$ cat src/hdl/dacctl_pkg.sv
package dacctl_pkg;
  // Register indices as printed; byte address is four times the index
  localparam logic [7:0] DACCTL_IDX_CONTROL = 8'h00;      // converter_control
  localparam logic [7:0] DACCTL_IDX_CODE    = 8'h01;      // converter_code
  localparam int         DACCTL_ADDR_W      = 4;          // Byte address bits decoded
  localparam logic [3:0] DACCTL_ADDR_CONTROL = 4'h0;      // Index 0 times four
  localparam logic [3:0] DACCTL_ADDR_CODE    = 4'h4;      // Index 1 times four
  // Field positions of converter_control
  localparam int         DACCTL_BIT_ENABLE  = 0;          // Converter enable
  localparam int         DACCTL_BIT_PIN     = 6;          // pin_drive_on
  localparam int         DACCTL_BIT_STBY    = 7;          // standby_run
  localparam logic [7:0] DACCTL_CTRL_MASK   = 8'hC1;      // Writable bits
  localparam logic [7:0] DACCTL_CTRL_RESET  = 8'h00;      // Reset values
  localparam logic [7:0] DACCTL_CODE_RESET  = 8'h00;
  // Start-up delay after wake from a standby or power-down stop
  localparam int         DACCTL_CLK_MHZ     = 125;        // aclk rate
  localparam int         DACCTL_STARTUP_NS  = 1000;       // Least settle time
  localparam int         DACCTL_STARTUP_CYC =
    (DACCTL_STARTUP_NS * DACCTL_CLK_MHZ + 999) / 1000;    // Rounded up
  localparam logic [1:0] DACCTL_RESP_OKAY   = 2'h0;       // AXI OKAY
  localparam logic [1:0] DACCTL_RESP_SLVERR = 2'h2;       // AXI SLVERR
  // Sleep mode encoding from the power manager
  typedef enum logic [1:0] {
    DACCTL_SLP_ACTIVE,
    DACCTL_SLP_IDLE,
    DACCTL_SLP_STANDBY,
    DACCTL_SLP_PDOWN
  } dacctl_sleep_t;
endpackage

$ cat src/hdl/dacctl_regs.sv
// AXI4-Lite slave holding the two registers; one write, one read at a time
module dacctl_regs
  import dacctl_pkg::*;
(
  input  wire logic                     aclk,
  input  wire logic                     aresetn,
  input  wire logic [DACCTL_ADDR_W-1:0] awaddr,
  input  wire logic                     awvalid,
  output logic                          awready,
  input  wire logic [31:0]              wdata,
  input  wire logic [3:0]               wstrb,
  input  wire logic                     wvalid,
  output logic                          wready,
  output logic [1:0]                    bresp,
  output logic                          bvalid,
  input  wire logic                     bready,
  input  wire logic [DACCTL_ADDR_W-1:0] araddr,
  input  wire logic                     arvalid,
  output logic                          arready,
  output logic [31:0]                   rdata,
  output logic [1:0]                    rresp,
  output logic                          rvalid,
  input  wire logic                     rready,
  output logic [7:0]                    ctrl_q,
  output logic [7:0]                    code_q,
  output logic                          code_wr,
  output logic                          ctrl_wr
);
  // All slave state in one struct
  typedef struct packed {
    logic                     aw_have;
    logic [DACCTL_ADDR_W-1:0] aw_addr;
    logic                     w_have;
    logic [7:0]               w_data;
    logic                     w_strb0;
    logic                     bvalid;
    logic [1:0]               bresp;
    logic                     rvalid;
    logic [31:0]              rdata;
    logic [1:0]               rresp;
    logic [7:0]               ctrl;
    logic [7:0]               code;
    logic                     code_wr;
    logic                     ctrl_wr;
    logic                     aw_rdy;      // Registered awready
    logic                     w_rdy;       // Registered wready
    logic                     ar_rdy;      // Registered arready
  } dacctl_regs_t;

  dacctl_regs_t s_q, s_d;   // Registered and next state

  // Ready only while the slot is empty and no response pending
  assign awready = s_q.aw_rdy;
  assign wready  = s_q.w_rdy;
  assign arready = s_q.ar_rdy;
  assign bvalid  = s_q.bvalid;
  assign bresp   = s_q.bresp;
  assign rvalid  = s_q.rvalid;
  assign rdata   = s_q.rdata;
  assign rresp   = s_q.rresp;
  assign ctrl_q  = s_q.ctrl;
  assign code_q  = s_q.code;
  assign code_wr = s_q.code_wr;
  assign ctrl_wr = s_q.ctrl_wr;

  // Accept address and data in either order, commit once both are in
  always_comb begin
    s_d = s_q;
    s_d.code_wr = 1'b0;
    s_d.ctrl_wr = 1'b0;
    if (awvalid && awready) begin
      s_d.aw_have = 1'b1;
      s_d.aw_addr = awaddr;
    end
    if (wvalid && wready) begin
      s_d.w_have  = 1'b1;
      s_d.w_data  = wdata[7:0];
      s_d.w_strb0 = wstrb[0];
    end
    // Commit write; only lane 0 carries register data
    if (s_q.aw_have && s_q.w_have) begin
      s_d.aw_have = 1'b0;
      s_d.w_have  = 1'b0;
      s_d.bvalid  = 1'b1;
      s_d.bresp   = DACCTL_RESP_OKAY;
      if (s_q.aw_addr == DACCTL_ADDR_CONTROL) begin
        if (s_q.w_strb0) begin
          s_d.ctrl    = s_q.w_data & DACCTL_CTRL_MASK;
          s_d.ctrl_wr = 1'b1;
        end
      end else if (s_q.aw_addr == DACCTL_ADDR_CODE) begin
        if (s_q.w_strb0) begin
          s_d.code    = s_q.w_data;
          s_d.code_wr = 1'b1;
        end
      end else begin
        s_d.bresp = DACCTL_RESP_SLVERR;   // Unmapped address
      end
    end
    if (s_q.bvalid && bready) begin
      s_d.bvalid = 1'b0;
    end
    // Read: answer one cycle after the address is taken
    if (s_q.rvalid && rready) begin
      s_d.rvalid = 1'b0;
    end
    if (arvalid && arready) begin
      s_d.rvalid = 1'b1;
      s_d.rresp  = DACCTL_RESP_OKAY;
      s_d.rdata  = 32'h0000_0000;
      if (araddr == DACCTL_ADDR_CONTROL) begin
        s_d.rdata[7:0] = s_q.ctrl;
      end else if (araddr == DACCTL_ADDR_CODE) begin
        s_d.rdata[7:0] = s_q.code;
      end else begin
        s_d.rresp = DACCTL_RESP_SLVERR;
      end
    end
    // Readies from flops; low in reset, high from the first edge after it
    s_d.aw_rdy = !s_d.aw_have && !s_d.bvalid;
    s_d.w_rdy  = !s_d.w_have && !s_d.bvalid;
    s_d.ar_rdy = !s_d.rvalid;
  end

  // Synchronous reset to defined values
  always_ff @(posedge aclk) begin
    if (!aresetn) begin
      s_q      <= '0;
      s_q.ctrl <= DACCTL_CTRL_RESET;
      s_q.code <= DACCTL_CODE_RESET;
    end else begin
      s_q <= s_d;
    end
  end
endmodule

$ cat src/hdl/dacctl_top.sv
// Chosen here: the AXI4-Lite slave port.
module dacctl_top
  import dacctl_pkg::*;
#(
  parameter int INSTANCE = 0                              // Only zero has a pin buffer
)(
  input  wire logic                     aclk,
  input  wire logic                     aresetn,
  input  wire logic [DACCTL_ADDR_W-1:0] s_axi_awaddr,
  input  wire logic                     s_axi_awvalid,
  output logic                          s_axi_awready,
  input  wire logic [31:0]              s_axi_wdata,
  input  wire logic [3:0]               s_axi_wstrb,
  input  wire logic                     s_axi_wvalid,
  output logic                          s_axi_wready,
  output logic [1:0]                    s_axi_bresp,
  output logic                          s_axi_bvalid,
  input  wire logic                     s_axi_bready,
  input  wire logic [DACCTL_ADDR_W-1:0] s_axi_araddr,
  input  wire logic                     s_axi_arvalid,
  output logic                          s_axi_arready,
  output logic [31:0]                   s_axi_rdata,
  output logic [1:0]                    s_axi_rresp,
  output logic                          s_axi_rvalid,
  input  wire logic                     s_axi_rready,
  input  wire logic [1:0]               sleep_mode,
  input  wire logic                     debug_halt,
  output logic [7:0]                    core_code,
  output logic                          core_power,
  output logic                          conv_start,
  output logic                          buffer_on,
  output logic                          internal_out_valid
);
  localparam int CNT_W = $clog2(DACCTL_STARTUP_CYC + 1);  // Delay counter width
  localparam logic [CNT_W-1:0] STARTUP_LOAD = CNT_W'(DACCTL_STARTUP_CYC);
  localparam logic HAS_PIN = (INSTANCE == 0);             // Pin buffer present

  // Whole state of the control path
  typedef struct packed {
    logic             en_prev;     // Enable seen last cycle
    logic             stopped;     // Stopped by standby or power-down
    logic             pend;        // Start owed after settle
    logic [CNT_W-1:0] cnt;         // Start-up countdown
    logic [7:0]       code;        // Code shown to core
    logic             power;
    logic             start;
    logic             buf_on;
    logic             int_ok;
  } dacctl_state_t;

  dacctl_state_t s_q, s_d;
  logic [7:0]    ctrl;            // converter_control contents
  logic [7:0]    code;            // converter_code contents
  logic          code_wr;         // One-cycle code write
  logic          ctrl_wr;         // One-cycle control write
  logic          enable;
  logic          pin_drive_on;
  logic          standby_run;
  logic          halt_run;        // Sleep stops the core
  logic          start_evt;       // A start is requested

  // Register file over AXI4-Lite, control at 0x00, code at 0x04
  dacctl_regs u_regs (
    .aclk    (aclk),
    .aresetn (aresetn),
    .awaddr  (s_axi_awaddr),
    .awvalid (s_axi_awvalid),
    .awready (s_axi_awready),
    .wdata   (s_axi_wdata),
    .wstrb   (s_axi_wstrb),
    .wvalid  (s_axi_wvalid),
    .wready  (s_axi_wready),
    .bresp   (s_axi_bresp),
    .bvalid  (s_axi_bvalid),
    .bready  (s_axi_bready),
    .araddr  (s_axi_araddr),
    .arvalid (s_axi_arvalid),
    .arready (s_axi_arready),
    .rdata   (s_axi_rdata),
    .rresp   (s_axi_rresp),
    .rvalid  (s_axi_rvalid),
    .rready  (s_axi_rready),
    .ctrl_q  (ctrl),
    .code_q  (code),
    .code_wr (code_wr),
    .ctrl_wr (ctrl_wr)
  );

  // Field decode
  assign enable       = ctrl[DACCTL_BIT_ENABLE];
  assign pin_drive_on = ctrl[DACCTL_BIT_PIN];
  assign standby_run  = ctrl[DACCTL_BIT_STBY];

  // Power-down always stops; standby stops unless standby_run
  always_comb begin
    halt_run = 1'b0;
    case (dacctl_sleep_t'(sleep_mode))
      DACCTL_SLP_STANDBY: halt_run = !standby_run;
      DACCTL_SLP_PDOWN:   halt_run = 1'b1;
      default:            halt_run = 1'b0;
    endcase
  end

  // Write while enabled, or enable rising; debug_halt is ignored on purpose
  assign start_evt = (code_wr && enable)
                   || (enable && !s_q.en_prev);

  // Next state of the control path
  always_comb begin
    s_d         = s_q;
    s_d.en_prev = enable;
    s_d.start   = 1'b0;
    s_d.code    = code;
    if (!enable) begin
      s_d.pend    = 1'b0;
      s_d.stopped = 1'b0;
      s_d.cnt     = '0;
    end else if (halt_run) begin
      s_d.stopped = 1'b1;
      s_d.pend    = 1'b0;
      s_d.cnt     = '0;
    end else if (s_q.stopped) begin
      // Waking: power back up, wait before converting
      s_d.stopped = 1'b0;
      s_d.pend    = 1'b1;
      s_d.cnt     = STARTUP_LOAD;
    end else if (s_q.pend) begin
      if (s_q.cnt > CNT_W'(1)) begin
        s_d.cnt = s_q.cnt - CNT_W'(1);
      end else begin
        s_d.cnt   = '0;
        s_d.pend  = 1'b0;
        s_d.start = 1'b1;
      end
    end else begin
      s_d.start = start_evt;
    end
    s_d.power  = enable && !halt_run;
    s_d.int_ok = enable && !halt_run;
    s_d.buf_on = HAS_PIN && enable && pin_drive_on
                 && !halt_run;
  end

  // State register
  always_ff @(posedge aclk) begin
    if (!aresetn) begin
      s_q <= '0;
    end else begin
      s_q <= s_d;
    end
  end

  // Outputs straight from flip-flops
  assign core_code          = s_q.code;
  assign core_power         = s_q.power;
  assign conv_start         = s_q.start;
  assign buffer_on          = s_q.buf_on;
  assign internal_out_valid = s_q.int_ok;
endmodule

$ cat config.mk
export PLATFORM = sky130hd
export DESIGN_NAME = dacctl_top
export DESIGN_NICKNAME = d
export VERILOG_FILES = /design/src/hdl/dacctl_pkg.sv /design/src/hdl/dacctl_regs.sv /design/src/hdl/dacctl_top.sv
export SDC_FILE = /design/constraint.sdc
export NUM_CORES = 1
export LEC_CHECK = 0
export ABC_CLOCK_PERIOD_IN_PS = 4160
export BUFFER_PORTS_ARGS = -buffer_cell sky130_fd_sc_hd__buf_2
export CAP_MARGIN = 20
export CORE_AREA = 5 5 81 83
export DETAILED_ROUTE_END_ITERATION = 6
export DIE_AREA = 0 0 86 88
export GPL_TIMING_DRIVEN = 1
export PLACE_DENSITY = 0.78
export SLEW_MARGIN = 25
export SYNTH_ARGS = -nofsm -noshare
export SYNTH_HDL_FRONTEND = slang
export SYNTH_SLANG_ARGS = --single-unit
$ cat constraint.sdc
create_clock -name aclk -period 4.16 [get_ports aclk]
set_input_delay 1.04 -clock aclk [delete_from_list [all_inputs] [get_ports aclk]]
set_output_delay 1.04 -clock aclk [all_outputs]
set_load 0.02 [all_outputs]
# Word-level counts from Yosys, hierarchy flattened

Cells that the tools add are included.

Add/sub/neg operators: 1
Order comparisons: 1
Equal/unequal tests: 4
Bitwise operators: 5
Reduce and logical (&&, ||, !) cells: 30
Muxes and demuxes: 23

Operators by type and width:

| kind                | number |
|---|---|
| $mux 35             | 1 |
| $mux 8              | 4 |
| $logic_and 1x1->1   | 13 |
| $mux 10             | 1 |
| $mux 9              | 1 |
| $eq 4x3->1 const B  | 2 |
| $logic_not 4->1     | 2 |
| $mux 1              | 8 |
| $mux 2              | 4 |
| $reduce_or 4->1     | 2 |
| $gt 7x1->1 const B  | 1 |
| $logic_not 1->1     | 7 |
| $mux 7              | 1 |
| $sub 7x1->7 const B | 1 |
| $mux 5              | 1 |
| $not 1->1           | 5 |
| $eq 2x2->1 const B  | 2 |
| $reduce_and 4->1    | 1 |
| $mux 3              | 1 |
| $reduce_and 3->1    | 1 |
| $reduce_or 3->1     | 1 |
| $pmux 1 s2          | 1 |
| $reduce_and 2->1    | 1 |
| $reduce_bool 2->1   | 1 |
| $logic_or 1x1->1    | 1 |

Register bits: 65
Word-level logic and storage cells: 89
Input bits: 54

# Longest topological paths before layout

Gate-level depths: netlist (run 1).

Depth after elaboration: 7
Depth in mapped cells: 5
Mapped depth without buffers: 5

# By module

From an unflattened synthesis (run 1), not the netlist that was laid out.

Cells, all modules: 321
Area total of the unflattened synthesis: 2932.8 um^2

Modules (own cells, without submodules):

| module      | cells each | area each (um^2) | instances | seq. area each (um^2) |
|---|---|---|---|---|
| dacctl_regs | 233        | 2064.5           | 1         | 860.8 |
| dacctl_top  | 88         | 868.3            | 1         | 420.4 |

# Worst setup path after synthesis (run 1)

Ideal clock, no wire load.

Kind: input to register
Start point: in s_axi_araddr[1]
End point: reg u_regs.s_q (netlist bit u_regs.rdata[7])
Stages: 3
Slack: 2227 ps
Data arrival time: 1862 ps
Path buffers: 0
Required time: 4090 ps
Cell sequence: nor3_1 nand3_1 a21oi_1

Word-level cells in the longest chain between the ends: 3

RTL lines:

| element            | line               | source |
|---|---|---|
| start: declaration | dacctl_top.sv:19   | `input wire logic [DACCTL_ADDR_W-1:0] s_axi_araddr,` |
| $eq 4x3->1         | dacctl_regs.sv:113 | `end else if (araddr == DACCTL_ADDR_CODE) begin` |
| $mux 8             | dacctl_regs.sv:113 |  |
| $mux 8 *           | dacctl_regs.sv:111 | `if (araddr == DACCTL_ADDR_CONTROL) begin` |
| end: declaration   | dacctl_regs.sv:50  | `dacctl_regs_t s_q, s_d;` |

Mark *: on every way between the ends. The rest lies on a longest branch, timed or not.
A chain may end at the register's enable or synchronous reset.

# Worst setup path after layout (run 1)

Start point: in s_axi_araddr[1]
End point: reg u_regs.s_q (netlist bit u_regs.rdata[4])

The elaborated chain is that of the path after synthesis.

==> run_results.csv, run 1 <==
group,metric,value,unit
run_status,status,"finished clean",
power,ir_drop,0.000225,V
global_routing,grt_max_degree,29,
synthesis,ys.flop_type,"dfxtp_1",
global_routing,antenna_found_initial,0,
cts,hold_buffers,0,
routing,drtIter0Drc,81,
cts,h-tree-depth,3,
placement,postPlaceCellArea,0.00276,mm2
finish,diodes,0,
finish,mostFrequentLayoutCells,"dfxtp_1 (63), nand2_1 (53), buf_2 (52)",
global_routing,gr-total-overflow,0,
job,drv_cap,0,
routing,dr.pass1.iters,4,
die,fp.dieW,86,um
global_routing,grt_pass1_wl,8.36,mm
sta,hold_viol_final,0,
routing,vias_per_cell,4.87,
die,start_util,0.463,
sta,final_max_slew_viol_count,0,
finish,drive_gt1_frac,0.212,
routing,dr_total_vias,2016,
sta,setup_violations,0,
cts,cts_setup_buffers,0,
finish,area_growth,8.60,%
synthesis,synthDistinctLibCells,46,
sta,fin_worst_skew,0.00612,ns
power,leakage,1.37,nW
synthesis,ys_ff_latch,63,
die,rows,28,
sta,layout_min_cycle_time,2.00,ns
worst_hold_path,min_path_type,"reg -> reg",
global_routing,track_usage,0.141,
finish,nets,390,
critical_path,cp-end-kind,"flop",
cts,cts_buffers,9,
synthesis,synth_edf_count,0,
sta,rsz0062_at_grt,"false",
synthesis,async_flop_share,0,
placement,place_inst,398,
critical_path,cp-start-kind,"primary input",
die,coreArea,0.00578,mm2
cts,clk_path_buf_depth,2,
placement,place_congestion,0.803,
synthesis,synth_area,0.00268,mm2
placement,post-dp-hpwl,3.82,mm
sta,layout_worst_path_cycle_share,0.482,
synthesis,seq_area_frac_synth,0.471,
finish,final_core_util,0.503,
die,die_h,88,um
critical_path,cp.required,4.41,ns
critical_path,cp_data_arrival_time,2.26,ns
sta,max_freq,0.499,GHz
finish,finalInstanceArea,0.00291,mm2
finish,n_fill_cell,588,
sta,maxSlewHeadroom,0.364,
cts,cts.reportedPaths.clkPinSlew,0.06,ns
routing,drc,0,
routing,drt_wl_total,5.15,mm
routing,ant_nets,0,
synthesis,avgSynthCellArea,8.96,um2
die,ioPinCount,107,
cts,cts_tree,"done",
critical_path,crit_type,"in -> reg",
synthesis,syn_inst,299,
cts,cts_resized,0,
critical_path,crit_fanout,9,
finish,final_common_cell,"dfxtp_1",
synthesis,synth_warnings,0,
sta,tns,0,ns
power,powerDensity,388,mW/mm2
placement,port_buffers,52,
cts,cts.sinks,63,
global_routing,grt_pass1_vias,1945,
sta,max_slew.worst_pin.slew,0.947,ns
finish,stdcell_count,414,
cts,cts-root-buf,"clkbuf_8",
cts,clk_latency,0.33,ns
routing,routedWlPerCell,12.4,um
die,die-area,0.00757,mm2
-- critical path, stage by stage --
cell and delay, ns:
buf_2 0.10, nor3_1 0.77, a32oi_1 0.21, nor2_1 0.14
-- area by class of cell --
class | instances | area, um2 | share of cell area
Sequential cell | 63 | 1260 | 0.434
Multi-Input combinational cell | 192 | 1080 | 0.372
Timing Repair Buffer | 52 | 260 | 0.0895
Clock buffer | 15 | 146 | 0.0503
Tap cell | 75 | 93.8 | 0.0323
Inverter | 16 | 60.1 | 0.0207
Clock inverter | 1 | 5.00 | 0.00172
-- path summary, 6_finish.rpt --
| check | slack (ns) | cells after the start | start | end |
|---|---|---|---|---|
| setup / recovery | 2.16 | 4 | s_axi_araddr[1] | u_regs.rdata[4] |
| hold / removal | 0.45 | 2 | u_regs.s_q[63] | u_regs.code_q[3] |
| setup reg to reg | 2.49 | 3 | u_regs.s_q[69] | u_regs.code_q[0] |
| hold reg to reg | 0.45 | 2 | u_regs.s_q[63] | u_regs.code_q[3] |
-- cells by family (layout without fill, tap and decap cells) --
| kind of cell | Yosys count | count (layout) | share of synthesized area |
|---|---|---|---|
| muxes | 14 | 14 | 0.0537 |
| xor gates and xnor gates | 1 | 1 | 0.00327 |
| and+or+nand+nor | 99 | 99 | 0.177 |
| buffers and inverters | 69 | 84 | 0.160 |
| DFF | 63 | 63 | 0.471 |
| adders and majority gates | 2 | 2 | 0.00934 |
| other | 1 | 26 | 0.00140 |
| AOI/OAI and AO/OA | 50 | 50 | 0.124 |
-- state kept, by name, indices dropped and copies added (netlist names) --
| signal | cells |
|---|---|
| u_regs.s_q | 15 |
| s_q | 10 |
| core_code | 8 |
| u_regs.code_q | 8 |
| u_regs.rdata | 8 |
| u_regs.ctrl_q | 3 |
| buffer_on | 1 |
| conv_start | 1 |
| internal_out_valid | 1 |
| u_regs.arready | 1 |
| u_regs.awready | 1 |
| u_regs.bresp | 1 |
| u_regs.bvalid | 1 |
| u_regs.code_wr | 1 |
| u_regs.rresp | 1 |
| u_regs.rvalid | 1 |
| u_regs.wready | 1 |
-- metal layers --
layer / global-route usage / share of wire
met1: 0.161 / 0.44
met4: 0.0662 / 0.013
met2: 0.238 / 0.49
met5: 0 / 0
met3: 0.0489 / 0.063
-- synthesized netlist by cell type, drive strengths merged, types with 2 or more instances --
cell | instances | share of area
dfxtp | 63 | 0.47
nand2 | 53 | 0.074
buf | 48 | 0.13
a21oi | 27 | 0.050
inv | 16 | 0.022
nor2 | 13 | 0.018
mux2i | 11 | 0.041
nand3 | 8 | 0.015
a32oi | 5 | 0.016
clkbuf | 5 | 0.0070
and2 | 4 | 0.0093
and3 | 4 | 0.0093
nand2b | 4 | 0.0093
mux2 | 3 | 0.013
a211oi | 2 | 0.0056
and4b | 2 | 0.0079
ha | 2 | 0.0093
nor3 | 2 | 0.0037
o21ba | 2 | 0.0075
o311ai | 2 | 0.0065
o31ai | 2 | 0.0056
-- stage by stage --
stage / hold slack, ns / total power [W] / worst slack [ns]
after global routing: 0.471 / 0.00118 / 2.03
after detailed placement: 0.446 / 0.000718 / 1.82
final: 0.453 / 0.00113 / 2.16
after CTS: 0.453 / 0.00114 / 2.14
after global placement: 0.440 / 0.000716 / 1.89
after floorplan: 0.422 / 0.000711 / 2.23
-- power breakdown --
part,internal (W),total [W],switching (W)
clock network,0.000217,0.000424,0.000207
logic,0.0000225,0.0000812,0.0000587
registers,0.000616,0.000624,0.00000796
Note: power is estimated with default switching activity, not from simulation.
==> run 2: changes to the inputs <==
--- a/config.mk
+++ b/config.mk
@@ -5,14 +5,15 @@
 export SDC_FILE = /design/constraint.sdc
 export NUM_CORES = 1
 export LEC_CHECK = 0
-export ABC_CLOCK_PERIOD_IN_PS = 4160
+export ABC_AREA = 1
+export ABC_CLOCK_PERIOD_IN_PS = 1700
 export BUFFER_PORTS_ARGS = -buffer_cell sky130_fd_sc_hd__buf_2
 export CAP_MARGIN = 20
-export CORE_AREA = 5 5 81 83
+export CORE_AREA = 5 5 85 87
 export DETAILED_ROUTE_END_ITERATION = 6
-export DIE_AREA = 0 0 86 88
+export DIE_AREA = 0 0 90 92
 export GPL_TIMING_DRIVEN = 1
-export PLACE_DENSITY = 0.78
+export PLACE_DENSITY = 0.74
 export SLEW_MARGIN = 25
 export SYNTH_ARGS = -nofsm -noshare
 export SYNTH_HDL_FRONTEND = slang
==> constraint.sdc (replaced) <==
create_clock -name aclk -period 1.7 [get_ports aclk]
set_input_delay 0.425 -clock aclk [delete_from_list [all_inputs] [get_ports aclk]]
set_output_delay 0.425 -clock aclk [all_outputs]
set_load 0.02 [all_outputs]
==> run 2 against run 1 <==
Compared with the run above: hold slack worse by 0.10 ns; via count up 0.60%; die area up 9.4%; combinational power rose to 3.1 times the previous value; design area up 1.1%; first-iteration DRC count up 28%; sequential power up 150%; global-route usage down 1.5 points; area after synthesis down 0.23%; setup slack worse by 1.8 ns; sequential cell count unchanged.
==> run_results.csv, run 2 <==
group,metric,value,unit
run_status,status,"finished clean",
placement,place_congestion,0.742,
finish,final_core_util,0.468,
critical_path,cp-end-kind,"flop",
power,pwr-share-comb,0.088,
sta,rsz0062_at_grt,"false",
die,die-area,0.00828,mm2
global_routing,track_usage,0.126,
synthesis,syn_inst,343,
cts,h-tree-depth,3,
sta,setup_violations,0,
synthesis,synthDistinctLibCells,26,
power,p_int,0.00219,W
placement,port_buffers,52,
finish,largest_register_ff_count,15,
synthesis,synthAdderAreaFrac,0.00937,
power,pwr-share-clk,0.378,
critical_path,crit_family,"simple AND/OR/NAND/NOR gates",
synthesis,synth_area,0.00267,mm2
critical_path,path_cells,"inv_1 > ha_1 > inv_1 > nor2_1 > nand3_1 > nand2_1 > nor2_4 > nand2_1 > a21oi_1",
sta,finalWorstSetupSlack,0.370,ns
cts,cts_tree,"done",
routing,drtIter0Drc,104,
power,p_sw,0.000708,W
critical_path,cp_num_buf_inv,2,
cts,cts_setup_buffers,0,
sta,layout_worst_path_cycle_share,0.783,
power,ir_drop,0.000421,V
synthesis,synthMuxAreaShare,0,
cts,cts_resized,0,
finish,top_register,"u_regs.s_q",
finish,top_regs,"u_regs.s_q x15, s_q x10",
synthesis,synth_edf_count,0,
sta,final_max_slew_viol_count,0,
worst_hold_path,min_path_type,"in -> reg",
finish,area_growth,10.1,%
finish,stdcell_count,463,
critical_path,crit_fanout,9,
power,powerDensity,986,mW/mm2
die,coreArea,0.00628,mm2
die,ioPinCount,107,
placement,place_inst,449,
global_routing,grt_max_degree,31,
cts,cts-root-buf,"clkbuf_8",
cts,cts.reportedPaths.clkPinSlew,0.07,ns
synthesis,yosysMostFrequentCell,"dfxtp_1",
routing,dr.pass1.iters,4,
critical_path,crit_type,"reg -> reg",
critical_path,slowest_stage,"dfxtp_1",
cts,cts_buffers,9,
synthesis,ys.flop_type,"dfxtp_1",
placement,postPlaceCellArea,0.00278,mm2
finish,drive_gt1_frac,0.202,
synthesis,synth_warnings,0,
cts,hold_buffers,0,
die,die_h,92,um
finish,final_common_cell,"dfxtp_1",
synthesis,ys_ff_latch,63,
routing,dr_total_vias,2028,
finish,nets,439,
cts,clk_latency,0.32,ns
global_routing,antenna_found_initial,0,
power,p_sw_frac,0.244,
placement,post-dp-hpwl,3.91,mm
synthesis,synth_compound_area_frac,0.106,
critical_path,cp-start-kind,"flop",
synthesis,synthTopCellsByArea,"dfxtp_1 (47%), buf_4 (13%), nor2_1 (7.7%), nand2_1 (6.2%), inv_1 (5.3%)",
global_routing,grt_pass1_vias,1899,
sta,hold_viol_final,0,
global_routing,grt_pass1_wl,8.60,mm
die,fp.dieW,90,um
global_routing,gr-total-overflow,0,
critical_path,cp.required,1.96,ns
routing,routedWlPerCell,10.9,um
synthesis,synthTopCellsByCount,"dfxtp_1 (63), nor2_1 (55), buf_4 (46), nand2_1 (44), inv_1 (38)",
cts,clk_path_buf_depth,2,
sta,fin_worst_skew,0.00670,ns
finish,diodes,0,
routing,drc,0,
synthesis,synth_top_area_frac,0.472,
synthesis,avgSynthCellArea,7.79,um2
power,leakage,1.45,nW
cts,cts.sinks,63,
synthesis,yosysTopAreaCell,"dfxtp_1",
routing,drt_wl_total,5.06,mm
placement,place_ws,0.328,ns
synthesis,seq_area_frac_synth,0.472,
die,rows,29,
power,pwr-share-seq,0.534,
routing,vias_per_cell,4.38,
die,start_util,0.426,
sta,max_freq,0.752,GHz
finish,mostFrequentLayoutCells,"dfxtp_1 (63), nor2_1 (55), buf_2 (52)",
synthesis,synth_xor_area_frac,0.00984,
synthesis,async_flop_share,0,
synthesis,synth_top_family_by_area,"simple AND/OR/NAND/NOR gates",
routing,ant_nets,0,
synthesis,synth-simple-area-share,0.205,
sta,tns,0,ns
sta,layout_min_cycle_time,1.33,ns
finish,finalInstanceArea,0.00294,mm2
critical_path,cp_data_arrival_time,1.59,ns
job,drv_cap,0,
critical_path,cp_slowest_stage_delay,0.35,ns
==> run 2: metal layers <==
metal / wire length, um / global-route usage
met1: 2240 / 0.149
met2: 2390 / 0.205
met3: 344 / 0.0548
met4: 75 / 0.0447
met5: 0 / 0
==> run 2: area by class of cell <==
cell class / count / area, um2
clock buffer: 13 / 159
clock inverter: 1 / 5.00
fill: 659 / 3340
inverter: 42 / 158
multi-input combinational: 212 / 978
sequential: 63 / 1260
tap: 77 / 96.3
timing repair buffer: 55 / 283
==> run 2: power by group through the flow <==
| stage | logic, W | registers, W | clock network, W |
|---|---|---|---|
| final | 0.000255 | 0.00155 | 0.00110 |
| after global routing | 0.000290 | 0.00155 | 0.00121 |
| after CTS | 0.000256 | 0.00155 | 0.00113 |
| after detailed placement | 0.000256 | 0.00158 | 0 |
| after global placement | 0.000251 | 0.00158 | 0 |
| after floorplan | 0.000226 | 0.00159 | 0 |
==> run 2: kinds of logic after synthesis <==
logic type / count (synthesis)
xor gates and xnor gates: 3
buffers and inverters: 93
DFF: 63
adders and majority gates: 2
and+or+nand+nor: 125
AOI/OAI and AO/OA: 56
other: 1
==> run 2: tightest hold or removal path: stages <==
cell and delay [ns]:
buf_2 0.07, o21ai_0 0.07, nor2_1 0.07
==> run 2: through the flow <==
stage | power (W) | hold WS (ns)
after floorplan | 0.00181 | 0.416
after global placement | 0.00183 | 0.435
after detailed placement | 0.00184 | 0.438
after CTS | 0.00294 | 0.335
after global routing | 0.00306 | 0.352
final | 0.00290 | 0.353
==> run 2: worst paths after layout <==
kind,start,end,slack [ns],cells after the start
hold / removal,s_axi_wdata[4],u_regs.s_q[64],0.35,3
setup reg to reg,s_q[13],s_q[17],0.37,9
setup / recovery,s_q[13],s_q[17],0.37,9
hold reg to reg,u_regs.code_q[7],core_code[7],0.44,2
